[config.mk]
export PLATFORM = sky130hd
export DESIGN_NAME = hbc_top
export DESIGN_NICKNAME = d
export VERILOG_FILES = /design/src/verilog/hbc_pkg.sv /design/src/verilog/hbc_filt_if.sv /design/src/verilog/hbc_filter.sv /design/src/verilog/hbc_top.sv
export SDC_FILE = /design/constraint.sdc
export NUM_CORES = 1
export LEC_CHECK = 0
export BUFFER_PORTS_ARGS = -buffer_cell sky130_fd_sc_hd__buf_4
export CELL_PAD_IN_SITES_DETAIL_PLACEMENT = 0
export CELL_PAD_IN_SITES_GLOBAL_PLACEMENT = 1
export CORE_ASPECT_RATIO = 1.25
export CORE_MARGIN = 2
export CORE_UTILIZATION = 44
export CTS_BUF_LIST = sky130_fd_sc_hd__clkbuf_2 sky130_fd_sc_hd__clkbuf_4 sky130_fd_sc_hd__clkbuf_8
export CTS_CLUSTER_SIZE = 8
export DETAILED_ROUTE_END_ITERATION = 10
export PLACE_DENSITY_LB_ADDON = 0.05
export SETUP_SLACK_MARGIN = 0.15
export SLEW_MARGIN = 20
export SYNTH_ARGS = -nofsm -noshare
export SYNTH_HDL_FRONTEND = slang
export SYNTH_SLANG_ARGS = --single-unit
export TNS_END_PERCENT = 20
[constraint.sdc]
create_clock -name pclk -period 2.4 [get_ports pclk]
set_input_delay 0 -clock pclk [delete_from_list [all_inputs] [get_ports pclk]]
set_output_delay 0 -clock pclk [all_outputs]
set_load 0.005 [all_outputs]
[src/verilog/hbc_pkg.sv]
package hbc_pkg;
    // Clock figures
    localparam int CLK_PERIOD_NS = 25;
    localparam int US_NS = 1000;
    localparam int CYC_PER_US = US_NS / CLK_PERIOD_NS;
    // Register byte offsets
    localparam logic [7:0] OFS_CTRL = 8'h00;
    localparam logic [7:0] OFS_CURR = 8'h04;
    localparam logic [7:0] OFS_VOLT = 8'h08;
    localparam logic [7:0] OFS_DAC = 8'h0C;
    localparam logic [7:0] OFS_FILT = 8'h10;
    localparam logic [7:0] OFS_STAT = 8'h14;
    // Field positions
    localparam int CTRL_EN_BIT = 0;
    localparam int CTRL_AUTO_BIT = 1;
    localparam int STAT_FAULT_BIT = 4;
    // Values after reset
    localparam logic [1:0] CTRL_RST = 2'h0;
    localparam logic [7:0] UCUR_RST = 8'hC0;
    localparam logic [7:0] LCUR_RST = 8'h40;
    localparam logic [7:0] FCUR_RST = 8'hF0;
    localparam logic [7:0] UVOLT_RST = 8'hB0;
    localparam logic [7:0] LVOLT_RST = 8'hA0;
    localparam logic [7:0] FILT_RST = 8'h0A;
    // Converter phase
    typedef enum logic [1:0] {HBC_IDLE, HBC_ASYNC, HBC_SYNC} hbc_phase_type;
endpackage

[src/verilog/hbc_filt_if.sv]
`timescale 1ns/1ps
interface hbc_filt_if;
    logic raw;       // Synchronised comparator level
    logic restart;   // Pulse: threshold changed, restart filtering
    logic [7:0] time_us; // Filter length in microseconds
    logic level;     // Filtered comparator level
    modport filt (input raw, input restart, input time_us, output level);
    modport ctrl (output raw, output restart, output time_us, input level);
endinterface

[src/verilog/hbc_filter.sv]
`timescale 1ns/1ps
module hbc_filter
    import hbc_pkg::*;
(
    input wire logic pclk,     // System clock
    input wire logic presetn,  // Async reset, active low
    hbc_filt_if.filt fb        // Feedback filter port
);
    logic [5:0] pre_reg;   // Microsecond prescaler
    logic [7:0] cnt_reg;   // Microseconds of stable mismatch
    logic tick;            // One cycle per microsecond
    logic lvl_reg;         // Filtered level

    assign tick = (pre_reg == 6'(CYC_PER_US - 1));
    assign fb.level = lvl_reg;

    ////////////////////////////////////////////////////////////////
    // Microsecond prescaler, held at zero while nothing is filtered
    // A free running one would cut the first microsecond short
    always_ff @(posedge pclk or negedge presetn)
    begin
        if (!presetn)
            pre_reg <= 6'h00;
        else if (tick || fb.restart || fb.raw == lvl_reg)
            pre_reg <= 6'h00;
        else
            pre_reg <= pre_reg + 6'h01;
    end

    ////////////////////////////////////////////////////////////////
    // Level accepted only after it held for the programmed time
    always_ff @(posedge pclk or negedge presetn)
    begin
        if (!presetn)
        begin
            cnt_reg <= 8'h00;
            lvl_reg <= 1'b0;
        end
        else if (fb.restart || fb.raw == lvl_reg)
            cnt_reg <= 8'h00;
        else if (cnt_reg >= fb.time_us)
        begin
            lvl_reg <= fb.raw;
            cnt_reg <= 8'h00;
        end
        else if (tick)
            cnt_reg <= cnt_reg + 8'h01;
    end
endmodule

[src/verilog/hbc_top.sv]
`timescale 1ns/1ps
module hbc_top
    import hbc_pkg::*;
(
    input wire logic pclk,             // 40 MHz system clock
    input wire logic presetn,          // Async reset, active low
    input wire logic psel,             // APB select
    input wire logic penable,          // APB enable
    input wire logic pwrite,           // APB direction
    input wire logic [7:0] paddr,      // APB byte address
    input wire logic [31:0] pwdata,    // APB write data
    output logic [31:0] prdata,        // APB read data
    output logic pready,               // APB ready
    output logic pslverr,              // APB error, unmapped address
    input wire logic cur_over_upper,   // Pin: current above upper limit
    input wire logic cur_under_lower,  // Pin: current below lower limit
    input wire logic cur_over_fault,   // Pin: current above fault limit
    input wire logic volt_fb_above,    // Pin: boost voltage above threshold
    input wire logic core_async_en,    // Core: hardware switching enable
    input wire logic core_dac_wr,      // Core: threshold write strobe
    input wire logic [7:0] core_dac_data, // Core: threshold value
    output logic boost_switch_driver,  // Low side switch gate
    output logic [7:0] boost_threshold_converter, // Voltage threshold code
    output logic [7:0] upper_current_limit, // Current threshold code
    output logic [7:0] lower_current_limit, // Current threshold code
    output logic [7:0] fault_current_limit, // Current threshold code
    output logic wait_under_evt,       // Pulse: voltage fell below
    output logic wait_over_evt         // Pulse: voltage rose above
);
    ////////////////////////////////////////////////////////////////
    // Declarations
    logic [1:0] ctrl_reg;          // Enable and auto alternation
    logic [7:0] ucur_reg;          // Upper current code
    logic [7:0] lcur_reg;          // Lower current code
    logic [7:0] fcur_reg;          // Fault current code
    logic [7:0] uvolt_reg;         // Upper voltage code
    logic [7:0] lvolt_reg;         // Lower voltage code
    logic [7:0] dac_reg;           // Threshold driven out
    logic [7:0] filt_reg;          // Filter time in microseconds
    logic fault_reg;               // Sticky fault seen
    logic [3:0] s1_reg;            // First synchroniser stage
    logic [3:0] s2_reg;            // Second synchroniser stage
    hbc_phase_type phase_reg;      // Converter phase
    hbc_phase_type phase_next;     // Next phase
    logic sw_reg;                  // Switch state
    logic lvl_d_reg;               // Filtered level, one cycle late
    logic restart_reg;             // Filter restart pulse
    logic under_reg;               // Under event register
    logic over_reg;                // Over event register
    logic [31:0] rd_reg;           // Read data register
    logic rdy_reg;                 // Ready register
    logic err_reg;                 // Error register
    logic hw_en;                   // Switching enabled
    logic wr_acc;                  // Write in access phase
    logic mapped;                  // Address decodes
    logic [31:0] rd_mux;           // Read data selection

    hbc_filt_if fbi ();

    assign prdata = rd_reg;
    assign pready = rdy_reg;
    assign pslverr = err_reg;
    assign boost_switch_driver = sw_reg;
    assign boost_threshold_converter = dac_reg;
    assign upper_current_limit = ucur_reg;
    assign lower_current_limit = lcur_reg;
    assign fault_current_limit = fcur_reg;
    assign wait_under_evt = under_reg;
    assign wait_over_evt = over_reg;

    ////////////////////////////////////////////////////////////////
    // Pin synchronisers; only s2 feeds logic
    always_ff @(posedge pclk or negedge presetn)
    begin
        if (!presetn)
        begin
            s1_reg <= 4'h0;
            s2_reg <= 4'h0;
        end
        else
        begin
            s1_reg <= {volt_fb_above, cur_over_fault, cur_under_lower, cur_over_upper};
            s2_reg <= s1_reg;
        end
    end

    ////////////////////////////////////////////////////////////////
    // Voltage feedback filter
    assign fbi.raw = s2_reg[3];
    assign fbi.restart = restart_reg;
    assign fbi.time_us = filt_reg;

    hbc_filter u_filt (
        .pclk(pclk),
        .presetn(presetn),
        .fb(fbi.filt)
    );

    ////////////////////////////////////////////////////////////////
    // APB decode; zero wait states, answer in the access cycle
    assign wr_acc = psel && penable && pwrite && rdy_reg;
    assign mapped = (paddr == OFS_CTRL) || (paddr == OFS_CURR) || (paddr == OFS_VOLT)
        || (paddr == OFS_DAC) || (paddr == OFS_FILT) || (paddr == OFS_STAT);

    always_comb
    begin
        rd_mux = 32'h0000_0000;
        unique case (paddr)
            OFS_CTRL: rd_mux = {30'h0, ctrl_reg};
            OFS_CURR: rd_mux = {8'h00, fcur_reg, lcur_reg, ucur_reg};
            OFS_VOLT: rd_mux = {16'h0000, lvolt_reg, uvolt_reg};
            OFS_DAC: rd_mux = {24'h000000, dac_reg};
            OFS_FILT: rd_mux = {24'h000000, filt_reg};
            OFS_STAT: rd_mux = {27'h0, fault_reg, fbi.level, sw_reg, phase_reg};
            default: rd_mux = 32'h0000_0000; // Unmapped reads as zero
        endcase
    end

    // Ready, error and read data set up during the setup cycle
    always_ff @(posedge pclk or negedge presetn)
    begin
        if (!presetn)
        begin
            rdy_reg <= 1'b0;
            err_reg <= 1'b0;
            rd_reg <= 32'h0000_0000;
        end
        else
        begin
            rdy_reg <= psel && !penable;
            err_reg <= psel && !penable && !mapped;
            rd_reg <= (psel && !penable && !pwrite) ? rd_mux : 32'h0000_0000;
        end
    end

    ////////////////////////////////////////////////////////////////
    // Software configuration registers
    always_ff @(posedge pclk or negedge presetn)
    begin
        if (!presetn)
        begin
            ctrl_reg <= CTRL_RST;
            ucur_reg <= UCUR_RST;
            lcur_reg <= LCUR_RST;
            fcur_reg <= FCUR_RST;
            uvolt_reg <= UVOLT_RST;
            lvolt_reg <= LVOLT_RST;
            filt_reg <= FILT_RST;
        end
        else if (wr_acc)
        begin
            unique case (paddr)
                OFS_CTRL: ctrl_reg <= pwdata[1:0];
                OFS_CURR:
                begin
                    ucur_reg <= pwdata[7:0];
                    lcur_reg <= pwdata[15:8];
                    fcur_reg <= pwdata[23:16];
                end
                OFS_VOLT:
                begin
                    uvolt_reg <= pwdata[7:0];
                    lvolt_reg <= pwdata[15:8];
                end
                OFS_FILT: filt_reg <= pwdata[7:0];
                default: ; // DAC and STAT written in their own blocks, or unmapped
            endcase
        end
    end

    // Sticky fault: a new fault wins over a write-one clear
    always_ff @(posedge pclk or negedge presetn)
    begin
        if (!presetn)
            fault_reg <= 1'b0;
        else if (s2_reg[2])
            fault_reg <= 1'b1;
        else if (wr_acc && paddr == OFS_STAT && pwdata[STAT_FAULT_BIT])
            fault_reg <= 1'b0;
    end

    ////////////////////////////////////////////////////////////////
    // Phase control
    // Manual mode follows the core enable; auto mode alternates itself
    assign hw_en = ctrl_reg[CTRL_EN_BIT] && (ctrl_reg[CTRL_AUTO_BIT] || core_async_en);

    always_comb
    begin
        phase_next = phase_reg;
        unique case (phase_reg)
            HBC_IDLE:
                if (hw_en)
                    phase_next = HBC_ASYNC;
            HBC_ASYNC:
                if (!hw_en)
                    phase_next = HBC_IDLE;
                else if (fbi.level && !restart_reg)
                    phase_next = HBC_SYNC;
            HBC_SYNC:
                if (!hw_en)
                    phase_next = HBC_IDLE;
                else if (!fbi.level && !restart_reg && ctrl_reg[CTRL_AUTO_BIT])
                    phase_next = HBC_ASYNC;
        endcase
    end

    always_ff @(posedge pclk or negedge presetn)
    begin
        if (!presetn)
            phase_reg <= HBC_IDLE;
        else
            phase_reg <= phase_next;
    end

    // In auto mode threshold loaded on each phase change; filter restarts after it
    always_ff @(posedge pclk or negedge presetn)
    begin
        if (!presetn)
        begin
            dac_reg <= UVOLT_RST;
            restart_reg <= 1'b0;
        end
        else if (ctrl_reg[CTRL_AUTO_BIT] && phase_next != phase_reg)
        begin
            dac_reg <= (phase_next == HBC_SYNC) ? lvolt_reg : uvolt_reg;
            restart_reg <= 1'b1;
        end
        else if (wr_acc && paddr == OFS_DAC)
        begin
            dac_reg <= pwdata[7:0];
            restart_reg <= 1'b1;
        end
        else if (core_dac_wr)
        begin
            dac_reg <= core_dac_data;
            restart_reg <= 1'b1;
        end
        else
            restart_reg <= 1'b0;
    end

    ////////////////////////////////////////////////////////////////
    // Hysteretic switch; frequency set only by comparator crossings
    always_ff @(posedge pclk or negedge presetn)
    begin
        if (!presetn)
            sw_reg <= 1'b0;
        else if (phase_next != HBC_ASYNC || s2_reg[2])
            sw_reg <= 1'b0;
        else if (phase_reg != HBC_ASYNC)
            sw_reg <= 1'b1;
        else if (sw_reg && s2_reg[0])
            sw_reg <= 1'b0;
        else if (!sw_reg && s2_reg[1])
            sw_reg <= 1'b1;
    end

    ////////////////////////////////////////////////////////////////
    // Wait-table events on filtered feedback edges
    always_ff @(posedge pclk or negedge presetn)
    begin
        if (!presetn)
        begin
            lvl_d_reg <= 1'b0;
            under_reg <= 1'b0;
            over_reg <= 1'b0;
        end
        else
        begin
            lvl_d_reg <= fbi.level;
            under_reg <= lvl_d_reg && !fbi.level;
            over_reg <= !lvl_d_reg && fbi.level;
        end
    end

    ////////////////////////////////////////////////////////////////
    // Checks
    AST_SW_OFF_HIGH: assert property (@(posedge pclk) disable iff (!presetn)
        (phase_reg == HBC_ASYNC && sw_reg && s2_reg[0]) |=> !sw_reg)
        else $error("Switch stayed on above upper current");
    AST_SW_ON_LOW: assert property (@(posedge pclk) disable iff (!presetn)
        (phase_reg == HBC_ASYNC && phase_next == HBC_ASYNC && !sw_reg && s2_reg[1]
        && !s2_reg[2]) |=> sw_reg)
        else $error("Switch stayed off below lower current");
    AST_SYNC_OFF: assert property (@(posedge pclk) disable iff (!presetn)
        (phase_reg == HBC_SYNC) |-> !sw_reg)
        else $error("Switch on in sync phase");
    AST_TO_SYNC: assert property (@(posedge pclk) disable iff (!presetn)
        (phase_reg == HBC_ASYNC && hw_en && fbi.level && !restart_reg)
        |=> phase_reg == HBC_SYNC)
        else $error("Async phase did not end on overvoltage");
    AST_BACK_ASYNC: assert property (@(posedge pclk) disable iff (!presetn)
        (phase_reg == HBC_SYNC && hw_en && ctrl_reg[CTRL_AUTO_BIT] && !fbi.level
        && !restart_reg) |=> phase_reg == HBC_ASYNC)
        else $error("Sync phase did not return to async");
    AST_DAC_LOAD: assert property (@(posedge pclk) disable iff (!presetn)
        (ctrl_reg[CTRL_AUTO_BIT] && phase_reg == HBC_ASYNC && phase_next == HBC_SYNC)
        |=> dac_reg == $past(lvolt_reg) && restart_reg)
        else $error("Lower threshold not loaded on sync entry");
    AST_EVT_OVER: assert property (@(posedge pclk) disable iff (!presetn)
        $rose(fbi.level) |=> over_reg ##1 !over_reg)
        else $error("Over event not a single pulse");
    // Switch and phase both drop at once; a re-enable may follow at once
    AST_DISABLE: assert property (@(posedge pclk) disable iff (!presetn)
        !hw_en |=> phase_reg == HBC_IDLE && !sw_reg)
        else $error("Switching not stopped when disabled");
    AST_CORE_DAC: assert property (@(posedge pclk) disable iff (!presetn)
        (core_dac_wr && !(wr_acc && paddr == OFS_DAC) && phase_next == phase_reg)
        |=> dac_reg == $past(core_dac_data))
        else $error("Core threshold write lost");
endmodule

==> results_dict.tcl, run 1 <==
set metrics [dict create \
    cap_violations 0 \
    fin_skew_ns 0.006389 \
    max_freq_mhz 470.1 \
    r2r_start "phase_reg[0]$_DFF_PN0_" \
    grt_overflow 0 \
    finalHoldViolCount 0 \
    clk_pin_slew_worst_paths_ns 0.06 \
    synth_async_sr_flop_share 1.000 \
    seq_area_frac_synth 0.5567 \
    antennaDiodeCount 0 \
    hold_class "input pin to flip-flop" \
    drv_slew 0 \
    viasPerCell 5.188 \
    path_max_fanout 8 \
    dp_hpwl_um 8773 \
    pre_cts_slack_ns 0.1632 \
    cp.required_ns 2.70 \
    p_seq_frac 0.438 \
    netlist.area_leader.share 0.4709 \
    hold_depth 4 \
    ant_nets 0 \
    critPathLaunchType "flip-flop" \
    clock_power_share 0.457 \
    outcome "finished clean" \
    row_count 44 \
    core-area_mm2 0.01156 \
    htree_levels 4 \
    die_area_mm2 0.01273 \
    worst-r2r-cell-count 8 \
    routed_wl_um 12680 \
    swShare 0.2218 \
    largest_reg_flops 24 \
    dr.pass1.iters 4 \
    nFillCells 963 \
    regToRegSetupSlack_ns 0.27 \
    insertion_delay_ns 0.43 \
    fin_cells 746 \
    fin_crit_ns 2.127 \
    grt_first_pass_wirelength_um 20600 \
    endpoint "boost_threshold_converter[3]$_DFFE_PN0P_" \
    tightest_slew_ns 0.5919 \
    dominantRegCellSynth "dfrtp_1" \
    ios 128 \
    slowest_delay_ns 0.45 \
    num_vias 3870 \
    yosysTopAreaCell "dfrtp_1" \
    drt-initial-drc-count 174 \
    cts_root_buf "clkbuf_8" \
    critical_path.top_delay_family "simple AND/OR/NAND/NOR gates" \
    synth_cells 423 \
    grt_max_degree 66 \
    mostFrequentLayoutCells "buf_4 (125), dfrtp_1 (97), mux2_2 (54), dlygate4sd3_1 (44), nor2_1 (35)" \
    end_kind "flip-flop" \
    cp_num_cells 8 \
    dieHeight_um 125.6 \
    setup_slack_ns 0.2728 \
    cellInternalPower_w 0.003576 \
    rr_endpoint "boost_threshold_converter[3]$_DFFE_PN0P_" \
    fin_crit_sh 0.8863 \
    slew_headroom 0.6046 \
    grt_pass1_vias 4125 \
    clk_path_buf_depth 2 \
    yosysWarnings 0 \
    critPathKind "flip-flop to flip-flop" \
    ys_ff_latch 115 \
    drive_above_1_share 0.3997 \
    cts.sink_count 115 \
    dpl.cell_count 670 \
    drt-wirelength-per-cell_um 17.00 \
    ir_worst_vdd_mv 0.3326 \
    initial_core_util 0.4504 \
    avgSynthCellArea_um2 12.31 \
    comb_power_share 0.105 \
    crit_start "phase_reg[0]$_DFF_PN0_" \
    hold_slack_ns 0.02294 \
    cts_buffers 17 \
    synth.cell_area_mm2 0.005207 \
    antenna_found_initial 0 \
    grt_usage 0.2107 \
    postCtsSetupRepairBufs 0 \
    cts_tree "done" \
    path_buf_inv 2 \
    die_w_um 101.3 \
    arrival_ns 2.43 \
    p_leak_nw 3.544 \
    p_switching_w 0.001019 \
    nets 666 \
    ys_types 51 \
    area_growth_pct 37.03 \
    rsz0062_at_grt "false" \
    tns_ns 0 \
    slowest_stage "dfrtp_2" \
    path_cells "inv_1 -> ha_2 -> nor4_1 -> a211oi_1 -> nor2_2 -> buf_4 -> mux2i_1 -> mux2i_1" \
    synth-edff-count 0 \
    place_congestion 0.7770 \
    yosys-top-cells-area "dfrtp_1 (47%), mux2_2 (12%), dfstp_2 (8.6%), mux2i_1 (4.8%), ha_1 (2.9%)" \
    drc 0 \
    layout_commonest_cell "buf_4" \
    power_density_mw_per_mm2 644.0 \
    port_buffers 111 \
    setup_viol 0 \
    cpMostUsedCell "mux2i_1" \
]
==> power by group through the flow <==
stage	Clock (W)	Combinational [W]	Sequential [W]
2_1_floorplan	0	0.000221	0.00204
3_3_place_gp	0	0.000408	0.00205
3_5_place_dp	0	0.000416	0.00205
4_1_cts	0.00215	0.000477	0.00201
5_1_grt	0.00223	0.000534	0.00202
6_report	0.00210	0.000481	0.00201
==> how the worst min path moves through the flow <==
stage	to	start	slack, ns
2_1_floorplan	boost_switch_driver$_DFFE_PN0P_	presetn	-0.30
3_3_place_gp	fault_current_limit[3]$_DFFE_PN0P_	presetn	-0.17
3_5_place_dp	fault_current_limit[3]$_DFFE_PN0P_	presetn	-0.17
4_1_cts	pslverr$_DFF_PN0_	paddr[7]	0.003
5_1_grt	boost_threshold_converter[3]$_DFFE_PN0P_	core_dac_data[3]	0.05
6_report	boost_threshold_converter[2]$_DFFE_PN0P_	core_dac_data[2]	0.02
==> metal layers <==
metal / global-route usage / share of wire
met4: 0.06677 / 0.014
met5: 0 / 0
met3: 0.04717 / 0.041
met1: 0.2614 / 0.42
met2: 0.3627 / 0.52
==> cells by family after synthesis <==
| kind of cell | count (synthesis) | synth area share |
|---|---|---|
| AND/OR/NAND/NOR | 102 | 0.1045 |
| adder cells (fa/ha/maj) | 12 | 0.02883 |
| buffers and inverters | 39 | 0.04156 |
| flip-flops | 115 | 0.5567 |
| multiplexers | 79 | 0.1648 |
| XOR/XNOR | 12 | 0.02018 |
| AO/OA/AOI/OAI | 63 | 0.08265 |
| other | 1 | 0.0007201 |
==> cell usage after synthesis, types with 8 or more instances <==
cell,number
xor2_1,9
mux2i_1,25
ha_1,12
mux2_2,54
buf_4,9
a21oi_1,13
o21ai_0,12
nor2_1,35
a22oi_1,15
dfstp_2,17
nand3_1,8
inv_1,15
nand2_1,17
dfrtp_1,98
and3_1,12
==> worst reg2reg max path: stages, from the launching register on <==
cell      delay (ns)
dfrtp_2         0.45
inv_1           0.11
ha_2            0.32
nor4_1          0.33
a211oi_1        0.15
nor2_2          0.14
buf_4           0.21
mux2i_1         0.21
mux2i_1         0.09
==> cell type report <==
cell class / instances / area [µm²] / share of cell area
clock buffer: 23 / 297.8 / 0.04173
clock inverter: 9 / 175.2 / 0.02455
inverter: 15 / 56.30 / 0.007891
multi-input combinational: 276 / 2135 / 0.2991
sequential: 115 / 2900 / 0.4065
tap: 138 / 172.7 / 0.02420
timing repair buffer: 170 / 1399 / 0.1960
==> stage by stage <==
step | area (µm²) | power, W | utilization
after floorplan | 5234 | 0.002260 | -
after global placement | 6205 | 0.002456 | 0.5367
after detailed placement | 6205 | 0.002463 | 0.5367
after CTS | 7118 | 0.004637 | 0.6157
after global routing | 7136 | 0.004780 | 0.6172
final | 7136 | 0.004596 | 0.6172
==> timing repair <==
item | in CTS | in global routing
gates resized for setup | 0 | 6
hold endpoints to repair | 181 | 0
setup endpoints to repair | 0 | 9
hold buffers | 44 | 0
Note: power is estimated with default switching activity, not from simulation.
==> inputs of run 2 (changes only) <==
--- a/config.mk
+++ b/config.mk
@@ -14,6 +14,7 @@
 export CTS_BUF_LIST = sky130_fd_sc_hd__clkbuf_2 sky130_fd_sc_hd__clkbuf_4 sky130_fd_sc_hd__clkbuf_8
 export CTS_CLUSTER_SIZE = 8
 export DETAILED_ROUTE_END_ITERATION = 10
+export MAX_ROUTING_LAYER = met4
 export PLACE_DENSITY_LB_ADDON = 0.05
 export SETUP_SLACK_MARGIN = 0.15
 export SLEW_MARGIN = 20
==> run 2 against run 1 <==
Net effect:
- clock power about the same
- maximum frequency fell by 0.35%
- sequential power barely moved
- clock skew rose by 0.0034 ns
- sequential share of layout area is the same
- utilization unchanged
- largest cell class unchanged
- largest power group unchanged
==> results_dict.tcl, run 2 (synthesis results as in run 1) <==
set metrics [dict create \
    hold_depth 4 \
    fin_crit_sh 0.8895 \
    tightest_slew_ns 0.5920 \
    grt_max_degree 66 \
    hold_class "input pin to flip-flop" \
    clk_pin_slew_worst_paths_ns 0.06 \
    clk_path_buf_depth 2 \
    drive_above_1_share 0.3997 \
    mostFrequentLayoutCells "buf_4 (125), dfrtp_1 (97), mux2_2 (54), dlygate4sd3_1 (44), nor2_1 (35)" \
    power_density_mw_per_mm2 644.1 \
    p_leak_nw 3.544 \
    layout_commonest_cell "buf_4" \
    cts_tree "done" \
    ant_nets 0 \
    drv_slew 0 \
    core-area_mm2 0.01156 \
    num_vias 3881 \
    cts_buffers 17 \
    power_w 0.004596 \
    grt_first_pass_wirelength_um 20660 \
    cts.sink_count 115 \
    antennaDiodeCount 0 \
    nets 666 \
    area_growth_pct 37.03 \
    cap_violations 0 \
    routed_wl_um 12720 \
    grt_overflow 0 \
    dieHeight_um 125.6 \
    max_freq_mhz 468.4 \
    regToRegSetupSlack_ns 0.27 \
    place_congestion 0.7877 \
    tns_ns 0 \
    arrival_ns 2.44 \
    ir_worst_vdd_mv 0.3326 \
    path_max_fanout 8 \
    setup_viol 0 \
    die_w_um 101.3 \
    end_kind "flip-flop" \
    port_buffers 111 \
    setup_slack_ns 0.2653 \
    htree_levels 4 \
    rr_endpoint "boost_threshold_converter[3]$_DFFE_PN0P_" \
    critPathKind "flip-flop to flip-flop" \
    pre_cts_slack_ns 0.1632 \
    fin_crit_ns 2.135 \
    die_area_mm2 0.01273 \
    slew_headroom 0.6045 \
    slowest_delay_ns 0.45 \
    drc 0 \
    cpMostUsedCell "mux2i_1" \
    worst-r2r-cell-count 8 \
    outcome "finished clean" \
    cp.required_ns 2.70 \
    critPathLaunchType "flip-flop" \
    holdPathEnd "boost_threshold_converter[2]$_DFFE_PN0P_" \
    r2r_start "phase_reg[0]$_DFF_PN0_" \
    path_buf_inv 2 \
    drt-initial-drc-count 175 \
    grt_usage 0.2173 \
    initial_core_util 0.4504 \
    fin_skew_ns 0.009799 \
    ios 128 \
    hold_start "core_dac_data[2]" \
    path_cells "inv_1 -> ha_2 -> nor4_1 -> a211oi_1 -> nor2_2 -> buf_4 -> mux2i_1 -> mux2i_1" \
    hold_slack_ns 0.02265 \
    antenna_found_initial 0 \
    rsz0062_at_grt "false" \
    insertion_delay_ns 0.43 \
    critical_path.top_delay_family "simple AND/OR/NAND/NOR gates" \
    largest_reg_flops 24 \
    dr.pass1.iters 5 \
    drt-wirelength-per-cell_um 17.05 \
    dp_hpwl_um 8773 \
    viasPerCell 5.202 \
    cts_root_buf "clkbuf_8" \
    slowest_stage "dfrtp_2" \
    finalHoldViolCount 0 \
    grt_pass1_vias 4114 \
    row_count 44 \
    postCtsSetupRepairBufs 0 \
]
run 2: cell counts in the layout (fill, tap and decap cells not counted):
Identical to the previous run, type by type.
run 2: worst max-delay path by stage:
stage,startpoint,end,slack [ns],depth (start not counted)
final,phase_reg[0]$_DFF_PN0_,boost_threshold_converter[3]$_DFFE_PN0P_,0.27,8
after detailed placement,phase_reg[0]$_DFF_PN0_,boost_threshold_converter[3]$_DFFE_PN0P_,0.16,8
after floorplan,phase_reg[0]$_DFF_PN0_,boost_threshold_converter[0]$_DFFE_PN0P_,0.32,8
after CTS,phase_reg[0]$_DFF_PN0_,boost_threshold_converter[3]$_DFFE_PN0P_,0.15,8
after global routing,phase_reg[1]$_DFF_PN0_,boost_threshold_converter[3]$_DFFE_PN0P_,0.16,9
after global placement,phase_reg[0]$_DFF_PN0_,boost_threshold_converter[3]$_DFFE_PN0P_,0.26,8
run 2: metal layers:
layer  GRT usage  up-vias  wire length [µm]
met3     0.04606       13               479
met4     0.06677        0               131
met2      0.3623      106              6684
met1      0.2636     1924              5427
met5           -        -                 0
li1            -     1838                 -
run 2: through the flow:
step,util,cell area [µm²],cells
finish,0.6172,7136,746
detailed placement,0.5367,6205,670
global route,0.6172,7136,746
global placement,0.5367,6205,670
CTS,0.6157,7118,746
floorplan,-,5234,430
run 2: layout make-up:
type | count | area [µm²]
Clock buffer | 23 | 297.8
Clock inverter | 9 | 175.2
Fill cell | 963 | 4425
Inverter | 15 | 56.30
Multi-Input combinational cell | 276 | 2135
Sequential cell | 115 | 2900
Tap cell | 138 | 172.7
Timing Repair Buffer | 170 | 1399
run 2: worst min-delay path, delay by kind of cell:
kind                   cells  cell delay [ns]
muxes                      3             0.32
buffers and inverters      1             0.08
run 2: repair_timing:
item                                    in CTS  in global routing
endpoints found under the setup margin       0                  9
hold endpoints to repair                   181                  0
resized for setup                            0                  6
hold buffers                                44                  0
run 2: where the power goes:
part	switching (W)	total [W]	internal (W)
combinational	0.000239	0.000482	0.000244
sequential	0.0000319	0.00201	0.00198
clock	0.000749	0.00210	0.00135
total	0.00102	0.00460	0.00358
